[config.mk]
export PLATFORM = sky130hd
export DESIGN_NAME = asp_decode
export DESIGN_NICKNAME = d
export VERILOG_FILES = /design/src/asp_pkg.sv /design/src/asp_reg8.sv /design/src/asp_decode.sv
export SDC_FILE = /design/constraint.sdc
export NUM_CORES = 1
export LEC_CHECK = 0
export ABC_AREA = 1
export BUFFER_PORTS_ARGS = -buffer_cell sky130_fd_sc_hd__buf_2
export CAP_MARGIN = 10
export CORE_MARGIN = 1
export CORE_UTILIZATION = 25
export CTS_BUF_LIST = sky130_fd_sc_hd__clkbuf_8
export CTS_CLUSTER_SIZE = 8
export DETAILED_ROUTE_END_ITERATION = 16
export GPL_ROUTABILITY_DRIVEN = 0
export MAX_ROUTING_LAYER = met4
export PLACE_DENSITY_LB_ADDON = 0.3
export SYNTH_ARGS = -nofsm -noshare
export SYNTH_HDL_FRONTEND = slang
export SYNTH_SLANG_ARGS = --single-unit
export TNS_END_PERCENT = 50
[constraint.sdc]
create_clock -name sys_clk -period 4 [get_ports sys_clk]
set_clock_uncertainty 0.1 [all_clocks]
set_input_delay 0.4 -clock sys_clk [delete_from_list [all_inputs] [get_ports sys_clk]]
set_output_delay 0.4 -clock sys_clk [all_outputs]
set_load 0.1 [all_outputs]
[src/asp_pkg.sv]
package asp_pkg;

   // ----------------------------------------------------------------
   // taskfile address decode (cs1, da2..da0 within each block)
   // ----------------------------------------------------------------
   localparam logic [2:0] ADDR_FEATURE = 3'h1;
   localparam logic [2:0] ADDR_SECCNT = 3'h2;
   localparam logic [2:0] ADDR_LBALO = 3'h3;
   localparam logic [2:0] ADDR_LBAMID = 3'h4;
   localparam logic [2:0] ADDR_LBAHI = 3'h5;
   localparam logic [2:0] ADDR_DEVICE = 3'h6;
   localparam logic [2:0] ADDR_CMDSTAT = 3'h7;
   localparam logic [2:0] ADDR_DEVCTL = 3'h6;

   // ----------------------------------------------------------------
   // field positions
   // ----------------------------------------------------------------
   localparam int DEV_BIT = 4;
   localparam int SRST_BIT = 2;
   localparam int NIEN_BIT = 1;

   // ----------------------------------------------------------------
   // reset values and opcodes
   // ----------------------------------------------------------------
   localparam logic [7:0] DEVICE_RST = 8'h00;
   localparam logic [7:0] DEVCTL_RST = 8'h00;
   localparam logic [7:0] ZERO_BYTE = 8'h00;
   localparam logic [7:0] OP_EXEC_DIAG = 8'h90;
   localparam logic [7:0] OP_DEVICE_RESET = 8'h08;

   // ----------------------------------------------------------------
   // strobe tracking
   // ----------------------------------------------------------------
   typedef enum logic [1:0] {
      ASP_IDLE = 2'b00,
      ASP_RD = 2'b01,
      ASP_WR = 2'b10
   } asp_cycle_e;

endpackage : asp_pkg

[src/asp_reg8.sv]
`timescale 1ns/1ns
`default_nettype none

// ----------------------------------------------------------------
// small byte register with masked write and registered read
// ----------------------------------------------------------------
module asp_reg8 #(
   parameter logic [7:0] RESET_VALUE = 8'h00
)
(
   input wire logic clk,
   input wire logic rstN,
   input wire logic wrEn,
   input wire logic [7:0] wrMask,
   input wire logic [7:0] wrData,
   output logic [7:0] value
);

   logic [7:0] valueD;

   always_comb
   begin
      valueD = value;
      if (wrEn)
      begin
         valueD = (value & ~wrMask) | (wrData & wrMask);
      end
   end

   always_ff @(posedge clk or negedge rstN)
   begin
      if (!rstN)
      begin
         value <= RESET_VALUE;
      end
      else
      begin
         value <= valueD;
      end
   end

endmodule : asp_reg8

`default_nettype wire

[src/asp_decode.sv]
`timescale 1ns/1ns
`default_nettype none

// Functional notes
// RQ1: proxy Device read: DEV forced one, packet 00h
// RQ2: proxy command stored, only diagnostics acted on
// RQ3: proxy Status read returns zero byte
// RQ4: both chip selects asserted: cycle ignored
// RQ5: sleep without reset: only Device Control write
// RQ6: sleep Device Control write: SRST only, wake
// RQ7: sleep with reset: Device write updates DEV
// RQ8: sleep command: only selected DEVICE RESET
// RQ9: sleep reads ignored, data bus released
// RQ10: sleep: DMARQ kept released
// RQ11: selected when DEV equals own number
// RQ12: no timeout while waiting on host
// RQ13: proxy Device write stored, DEV acted on
// RQ14: proxy Device Control write stored, acted on
// RQ15: host addressing of control and command
module asp_decode
(
   input wire logic sys_clk,
   input wire logic reset_n,
   input wire logic cs0N,
   input wire logic cs1N,
   input wire logic [2:0] da,
   input wire logic diorN,
   input wire logic diowN,
   input wire logic [7:0] ddIn,
   input wire logic devNumber,
   input wire logic proxyMode,
   input wire logic sleepMode,
   input wire logic resetCmdSupported,
   input wire logic packetSupported,
   input wire logic dmaReqInternal,
   input wire logic [7:0] statusInternal,
   input wire logic [7:0] regRdData,
   output logic [7:0] ddOut,
   output logic ddOe,
   output logic dmarq,
   output logic [7:0] deviceReg,
   output logic [7:0] devCtlReg,
   output logic [7:0] commandReg,
   output logic cmdStrobe,
   output logic srstLevel,
   output logic intDisable,
   output logic wakeStrobe,
   output logic selected,
   output logic [2:0] taskWrStrobeAddr,
   output logic taskWrStrobe
);

   // ----------------------------------------------------------------
   // reset release
   // ----------------------------------------------------------------
   logic [1:0] rstSync_q;
   logic rstN;

   always_ff @(posedge sys_clk or negedge reset_n)
   begin
      if (!reset_n)
      begin
         rstSync_q <= 2'h0;
      end
      else
      begin
         rstSync_q <= {rstSync_q[0], 1'b1};
      end
   end

   assign rstN = rstSync_q[1];

   // ----------------------------------------------------------------
   // address decode
   // ----------------------------------------------------------------
   function automatic logic cmdBlk(input logic c0N, input logic c1N, input logic [2:0] a,
      input logic [2:0] want);
      cmdBlk = !c0N && c1N && (a == want);
   endfunction : cmdBlk

   function automatic logic ctlBlk(input logic c0N, input logic c1N, input logic [2:0] a,
      input logic [2:0] want);
      ctlBlk = c0N && !c1N && (a == want);
   endfunction : ctlBlk

   logic bothCs;
   logic hitDevice;
   logic hitCmd;
   logic hitDevCtl;
   logic selNow;

   assign bothCs = !cs0N && !cs1N; // RQ4
   assign hitDevice = cmdBlk(cs0N, cs1N, da, asp_pkg::ADDR_DEVICE); // RQ15
   assign hitCmd = cmdBlk(cs0N, cs1N, da, asp_pkg::ADDR_CMDSTAT);
   assign hitDevCtl = ctlBlk(cs0N, cs1N, da, asp_pkg::ADDR_DEVCTL);
   assign selNow = deviceReg[asp_pkg::DEV_BIT] == devNumber; // RQ11

   // ----------------------------------------------------------------
   // strobe edge tracking, no timeout on host
   // ----------------------------------------------------------------
   asp_pkg::asp_cycle_e cyc_q;
   asp_pkg::asp_cycle_e cyc_d;
   logic wrEdge;
   logic rdActive;

   always_comb
   begin
      cyc_d = asp_pkg::ASP_IDLE;
      if (!diowN)
      begin
         cyc_d = asp_pkg::ASP_WR;
      end
      else if (!diorN)
      begin
         cyc_d = asp_pkg::ASP_RD;
      end
   end

   always_ff @(posedge sys_clk or negedge rstN)
   begin
      if (!rstN)
      begin
         cyc_q <= asp_pkg::ASP_IDLE;
      end
      else
      begin
         cyc_q <= cyc_d; // RQ12
      end
   end

   // write taken when strobe rises, data sampled the cycle before
   logic [7:0] wrData_q;
   logic [2:0] wrDa_q;
   logic wrCs0N_q;
   logic wrCs1N_q;

   always_ff @(posedge sys_clk or negedge rstN)
   begin
      if (!rstN)
      begin
         wrData_q <= 8'h00;
         wrDa_q <= 3'h0;
         wrCs0N_q <= 1'b1;
         wrCs1N_q <= 1'b1;
      end
      else if (!diowN)
      begin
         wrData_q <= ddIn;
         wrDa_q <= da;
         wrCs0N_q <= cs0N;
         wrCs1N_q <= cs1N;
      end
   end

   assign wrEdge = (cyc_q == asp_pkg::ASP_WR) && diowN;
   assign rdActive = (cyc_d == asp_pkg::ASP_RD) && !bothCs && !(cs0N && cs1N); // RQ4

   // ----------------------------------------------------------------
   // write qualification
   // ----------------------------------------------------------------
   logic wBoth;
   logic wDevice;
   logic wCmd;
   logic wDevCtl;
   logic devWrEn;
   logic [7:0] devWrMask;
   logic ctlWrEn;
   logic [7:0] ctlWrMask;
   logic cmdWrEn;
   logic cmdAct;
   logic otherWr;

   assign wBoth = !wrCs0N_q && !wrCs1N_q;
   assign wDevice = wrEdge && !wBoth && cmdBlk(wrCs0N_q, wrCs1N_q, wrDa_q, asp_pkg::ADDR_DEVICE);
   assign wCmd = wrEdge && !wBoth && cmdBlk(wrCs0N_q, wrCs1N_q, wrDa_q, asp_pkg::ADDR_CMDSTAT);
   assign wDevCtl = wrEdge && !wBoth && ctlBlk(wrCs0N_q, wrCs1N_q, wrDa_q, asp_pkg::ADDR_DEVCTL);

   always_comb
   begin
      devWrEn = 1'b0;
      devWrMask = 8'hFF;
      ctlWrEn = 1'b0;
      ctlWrMask = 8'hFF;
      cmdWrEn = 1'b0;
      cmdAct = 1'b0;
      otherWr = 1'b0;
      if (sleepMode)
      begin
         ctlWrEn = wDevCtl; // RQ5
         ctlWrMask = 8'h00;
         ctlWrMask[asp_pkg::SRST_BIT] = 1'b1; // RQ6
         if (resetCmdSupported)
         begin
            devWrEn = wDevice; // RQ7
            devWrMask = 8'h00;
            devWrMask[asp_pkg::DEV_BIT] = 1'b1;
            cmdWrEn = wCmd && selNow && (wrData_q == asp_pkg::OP_DEVICE_RESET); // RQ8
            cmdAct = cmdWrEn;
         end
      end
      else
      begin
         devWrEn = wDevice; // RQ13
         ctlWrEn = wDevCtl; // RQ14
         cmdWrEn = wCmd; // RQ2
         cmdAct = wCmd && (!proxyMode || wrData_q == asp_pkg::OP_EXEC_DIAG); // RQ2
         otherWr = wrEdge && !wBoth && !wDevice && !wCmd && !wDevCtl;
      end
   end

   // ----------------------------------------------------------------
   // taskfile bytes
   // ----------------------------------------------------------------
   asp_reg8 #(.RESET_VALUE(asp_pkg::DEVICE_RST)) uDevice (
      .clk(sys_clk),
      .rstN(rstN),
      .wrEn(devWrEn),
      .wrMask(devWrMask),
      .wrData(wrData_q),
      .value(deviceReg)
   );

   asp_reg8 #(.RESET_VALUE(asp_pkg::DEVCTL_RST)) uDevCtl (
      .clk(sys_clk),
      .rstN(rstN),
      .wrEn(ctlWrEn),
      .wrMask(ctlWrMask),
      .wrData(wrData_q),
      .value(devCtlReg)
   );

   asp_reg8 #(.RESET_VALUE(8'h00)) uCommand (
      .clk(sys_clk),
      .rstN(rstN),
      .wrEn(cmdWrEn),
      .wrMask(8'hFF),
      .wrData(wrData_q),
      .value(commandReg)
   );

   // ----------------------------------------------------------------
   // event and level outputs
   // ----------------------------------------------------------------
   logic cmdStrobe_d;
   logic wakeStrobe_d;
   logic taskWrStrobe_d;

   always_comb
   begin
      cmdStrobe_d = cmdAct;
      wakeStrobe_d = sleepMode && wDevCtl && wrData_q[asp_pkg::SRST_BIT]; // RQ6
      taskWrStrobe_d = otherWr;
   end

   always_ff @(posedge sys_clk or negedge rstN)
   begin
      if (!rstN)
      begin
         cmdStrobe <= 1'b0;
         wakeStrobe <= 1'b0;
         taskWrStrobe <= 1'b0;
         taskWrStrobeAddr <= 3'h0;
         srstLevel <= 1'b0;
         intDisable <= 1'b0;
         selected <= 1'b0;
      end
      else
      begin
         cmdStrobe <= cmdStrobe_d;
         wakeStrobe <= wakeStrobe_d;
         taskWrStrobe <= taskWrStrobe_d;
         taskWrStrobeAddr <= wrDa_q;
         srstLevel <= devCtlReg[asp_pkg::SRST_BIT]; // RQ14
         intDisable <= devCtlReg[asp_pkg::NIEN_BIT]; // RQ14
         selected <= selNow; // RQ11
      end
   end

   // ----------------------------------------------------------------
   // read data and bus drive
   // ----------------------------------------------------------------
   logic [7:0] ddOut_d;
   logic ddOe_d;
   logic dmarq_d;

   always_comb
   begin
      ddOut_d = regRdData;
      ddOe_d = rdActive && !sleepMode; // RQ9
      dmarq_d = dmaReqInternal && !sleepMode; // RQ10
      if (hitDevice)
      begin
         ddOut_d = deviceReg;
         if (proxyMode)
         begin
            ddOut_d[asp_pkg::DEV_BIT] = 1'b1; // RQ1
            if (packetSupported)
            begin
               ddOut_d = asp_pkg::ZERO_BYTE; // RQ1
            end
         end
      end
      else if (hitCmd)
      begin
         ddOut_d = proxyMode ? asp_pkg::ZERO_BYTE : statusInternal; // RQ3
      end
   end

   always_ff @(posedge sys_clk or negedge rstN)
   begin
      if (!rstN)
      begin
         ddOut <= 8'h00;
         ddOe <= 1'b0;
         dmarq <= 1'b0;
      end
      else
      begin
         ddOut <= ddOut_d;
         ddOe <= ddOe_d;
         dmarq <= dmarq_d;
      end
   end

endmodule : asp_decode

`default_nettype wire

==> impl_metrics.env <==
export IMPL_status="completed"
export IMPL_netlist_area_leader_share_pct=58.1
export IMPL_fin_setup_tns_ps=0
export IMPL_routed_wl_um=6280
export IMPL_cpPeakStageDelay_ps=470
export IMPL_wl_per_cell_um=12.5
export IMPL_cts_tree="yes"
export IMPL_htreeDepth=3
export IMPL_areaGrowthSynthToFinish_pct=29.5
export IMPL_synth_cell_types=27
export IMPL_worstPathCellList="buf_2"
export IMPL_initial_core_util_pct=25.7
export IMPL_grt_overflow=0
export IMPL_antenna_cells=0
export IMPL_cts_resized=0
export IMPL_clock_latency_ps=330
export IMPL_multi_input_area_um2=883
export IMPL_final_hold_viol_count=0
export IMPL_cts_sinks=60
export IMPL_cts_root_buf="clkbuf_8"
export IMPL_clkTransAtPathRegs_ps=70
export IMPL_die_w_um=102
export IMPL_avgSynthCellArea_um2=9.02
export IMPL_drtIter0Drc=90
export IMPL_io_pins=82
export IMPL_n_fill_cell=1052
export IMPL_rsz0062_at_grt="false"
export IMPL_irDropWorstVdd_uv=141
export IMPL_grt_max_degree=41
export IMPL_slew_headroom_pct=64.3
export IMPL_fmax_ghz=0.576
export IMPL_cts_made_buffers=9
export IMPL_first_pass_iters=4
export IMPL_yosys_top_cells_area="dfrtp_1, nand2_1, o21ai_0"
export IMPL_ys_seq_area_share_pct=60.2
export IMPL_ys_ff_latch=60
export IMPL_synth_nets=316
export IMPL_placement_io_buffers=81
export IMPL_syn_area_um2=2500
export IMPL_die_area_um2=10400
export IMPL_netlist_instances=277
export IMPL_layout_commonest_cell="nand2_1"
export IMPL_postCtsSetupRepairBufs=0
export IMPL_cp_required_ps=3500
export IMPL_grt_pass1_wl_um=10000
export IMPL_core_area_um2=9730
export IMPL_path_buf_inv=1
export IMPL_power_density_nw_per_um2=445
export IMPL_finalSetupViolations=0
export IMPL_track_usage_pct=13.4
export IMPL_start_kind="flop"
export IMPL_r2r_start="wrCs1N_q"
export IMPL_grt_pass1_vias=1998
export IMPL_die_h_um=102
export IMPL_antenna_found_initial=0
export IMPL_cp_max_fo=5
export IMPL_finalCritPeriodShare_pct=43.4
export IMPL_register_area_um2=1510
export IMPL_criticalPathCategory="reg2out"
export IMPL_drc=0
export IMPL_layout_common_cells="nand2_1, buf_2, dfrtp_1"
export IMPL_final_util_pct=33.2
export IMPL_cap_violations=0
export IMPL_rows=36
export IMPL_synth_top_area_cell="dfrtp_1"
export IMPL_yosysWarnings=0
export IMPL_avgViaCountPerCell=4.08
export IMPL_arrival_ps=1230
export IMPL_clk_path_buf_depth=2
export IMPL_drtAntennaViolNets=0
export IMPL_path_delay_family="buffers and inverters"
export IMPL_vias=2057
export IMPL_hold_path_class="reg2async"
export IMPL_crit_path_end_kind="output pin"
export IMPL_drive_above_1_share_pct=30.5
export IMPL_nNetsFinal=405
export IMPL_tightestPinTransition_ps=535
export IMPL_dp_hpwl_um=4590
export IMPL_fin_crit_ps=1730
export IMPL_p_leak_nw=1.78
export IMPL_slowest_stage="buf_2"
export IMPL_cp_startpoint="uDevice.value[4]"
export IMPL_slew_violations=0
[worst paths after layout]
check,endpoint,cells after the start,slack [ps]
max,deviceReg[4],1,2270
min,uCommand.value[5],0,120
max reg2reg,cmdStrobe,6,2420
min reg2reg,uCommand.value[5],0,120
max in group asynchronous,wrCs0N_q,1,2790
min in group sys_clk,cyc_q[0],2,120
[cell type report]
class / count / share of cell area [%]
flip-flops and latches: 60 / 46.6
multi-input cells: 189 / 27.3
repair buffers: 83 / 13.1
well taps: 133 / 5.15
clock buffers: 10 / 4.26
inverters: 23 / 2.67
clock inverters: 6 / 0.967
[metrics by stage]
step	setup WS (ps)	area, µm²	hold WS [ps]	std cells	total power, W
6_report	2270	3230	116	504	0.00144
5_1_grt	2220	3230	108	504	0.00151
4_1_cts	2250	3230	103	504	0.00146
3_5_place_dp	2260	3050	87.7	487	0.000982
3_3_place_gp	2260	3050	86.9	487	0.000981
2_1_floorplan	2110	2500	4.41	277	0.000910
[per-layer routing]
metal	part of all wire, %	GRT usage, %	vias to the layer above
met5	0	-	-
met4	0.84	5.27	0
met3	6.2	4.04	4
met2	44	19.8	67
met1	49	17.3	930
li1	-	-	1056
[Yosys cell counts]
cell type,number
a21oi_1,1
buf_1,1
buf_2,1
buf_4,1
clkbuf_1,2
conb_1,1
dfrtp_1,58
dfstp_2,2
inv_1,21
inv_2,2
nand2_1,114
nand2_2,1
nand2_4,2
nand3_1,13
nand3_2,1
nand3_4,1
nand4_4,1
nor2_1,15
nor2_2,1
nor2_4,2
nor2_8,1
nor3_1,1
nor3b_1,1
o211ai_1,8
o21ai_0,16
o21ai_1,8
or2_2,1
[power breakdown]
part | internal (W) | total (W) | leakage [nW] | switching [W]
sequential | 0.000645 | 0.000678 | 0.772 | 0.0000331
combinational | 0.0000529 | 0.000291 | 0.917 | 0.000238
clock | 0.000235 | 0.000471 | 0.0930 | 0.000236
total | 0.000932 | 0.00144 | 1.78 | 0.000508
[timing repair]
| action | in CTS | in global routing |
|---|---|---|
| hold buffers | 1 | 0 |
| endpoints found under the setup margin | 0 | 0 |
| endpoints found under the hold margin | 2 | 0 |
[kinds of logic (layout without fill, tap and decap cells)]
logic type	count (synthesis)	after routing	synth area share [%]
buffers and inverters	28	122	4.41
other	1	1	0.150
AND/OR/NAND/NOR	155	155	27.8
flip-flops	60	60	60.2
AO/OA/AOI/OAI	33	33	7.41
(Power assumes the default switching activity.)
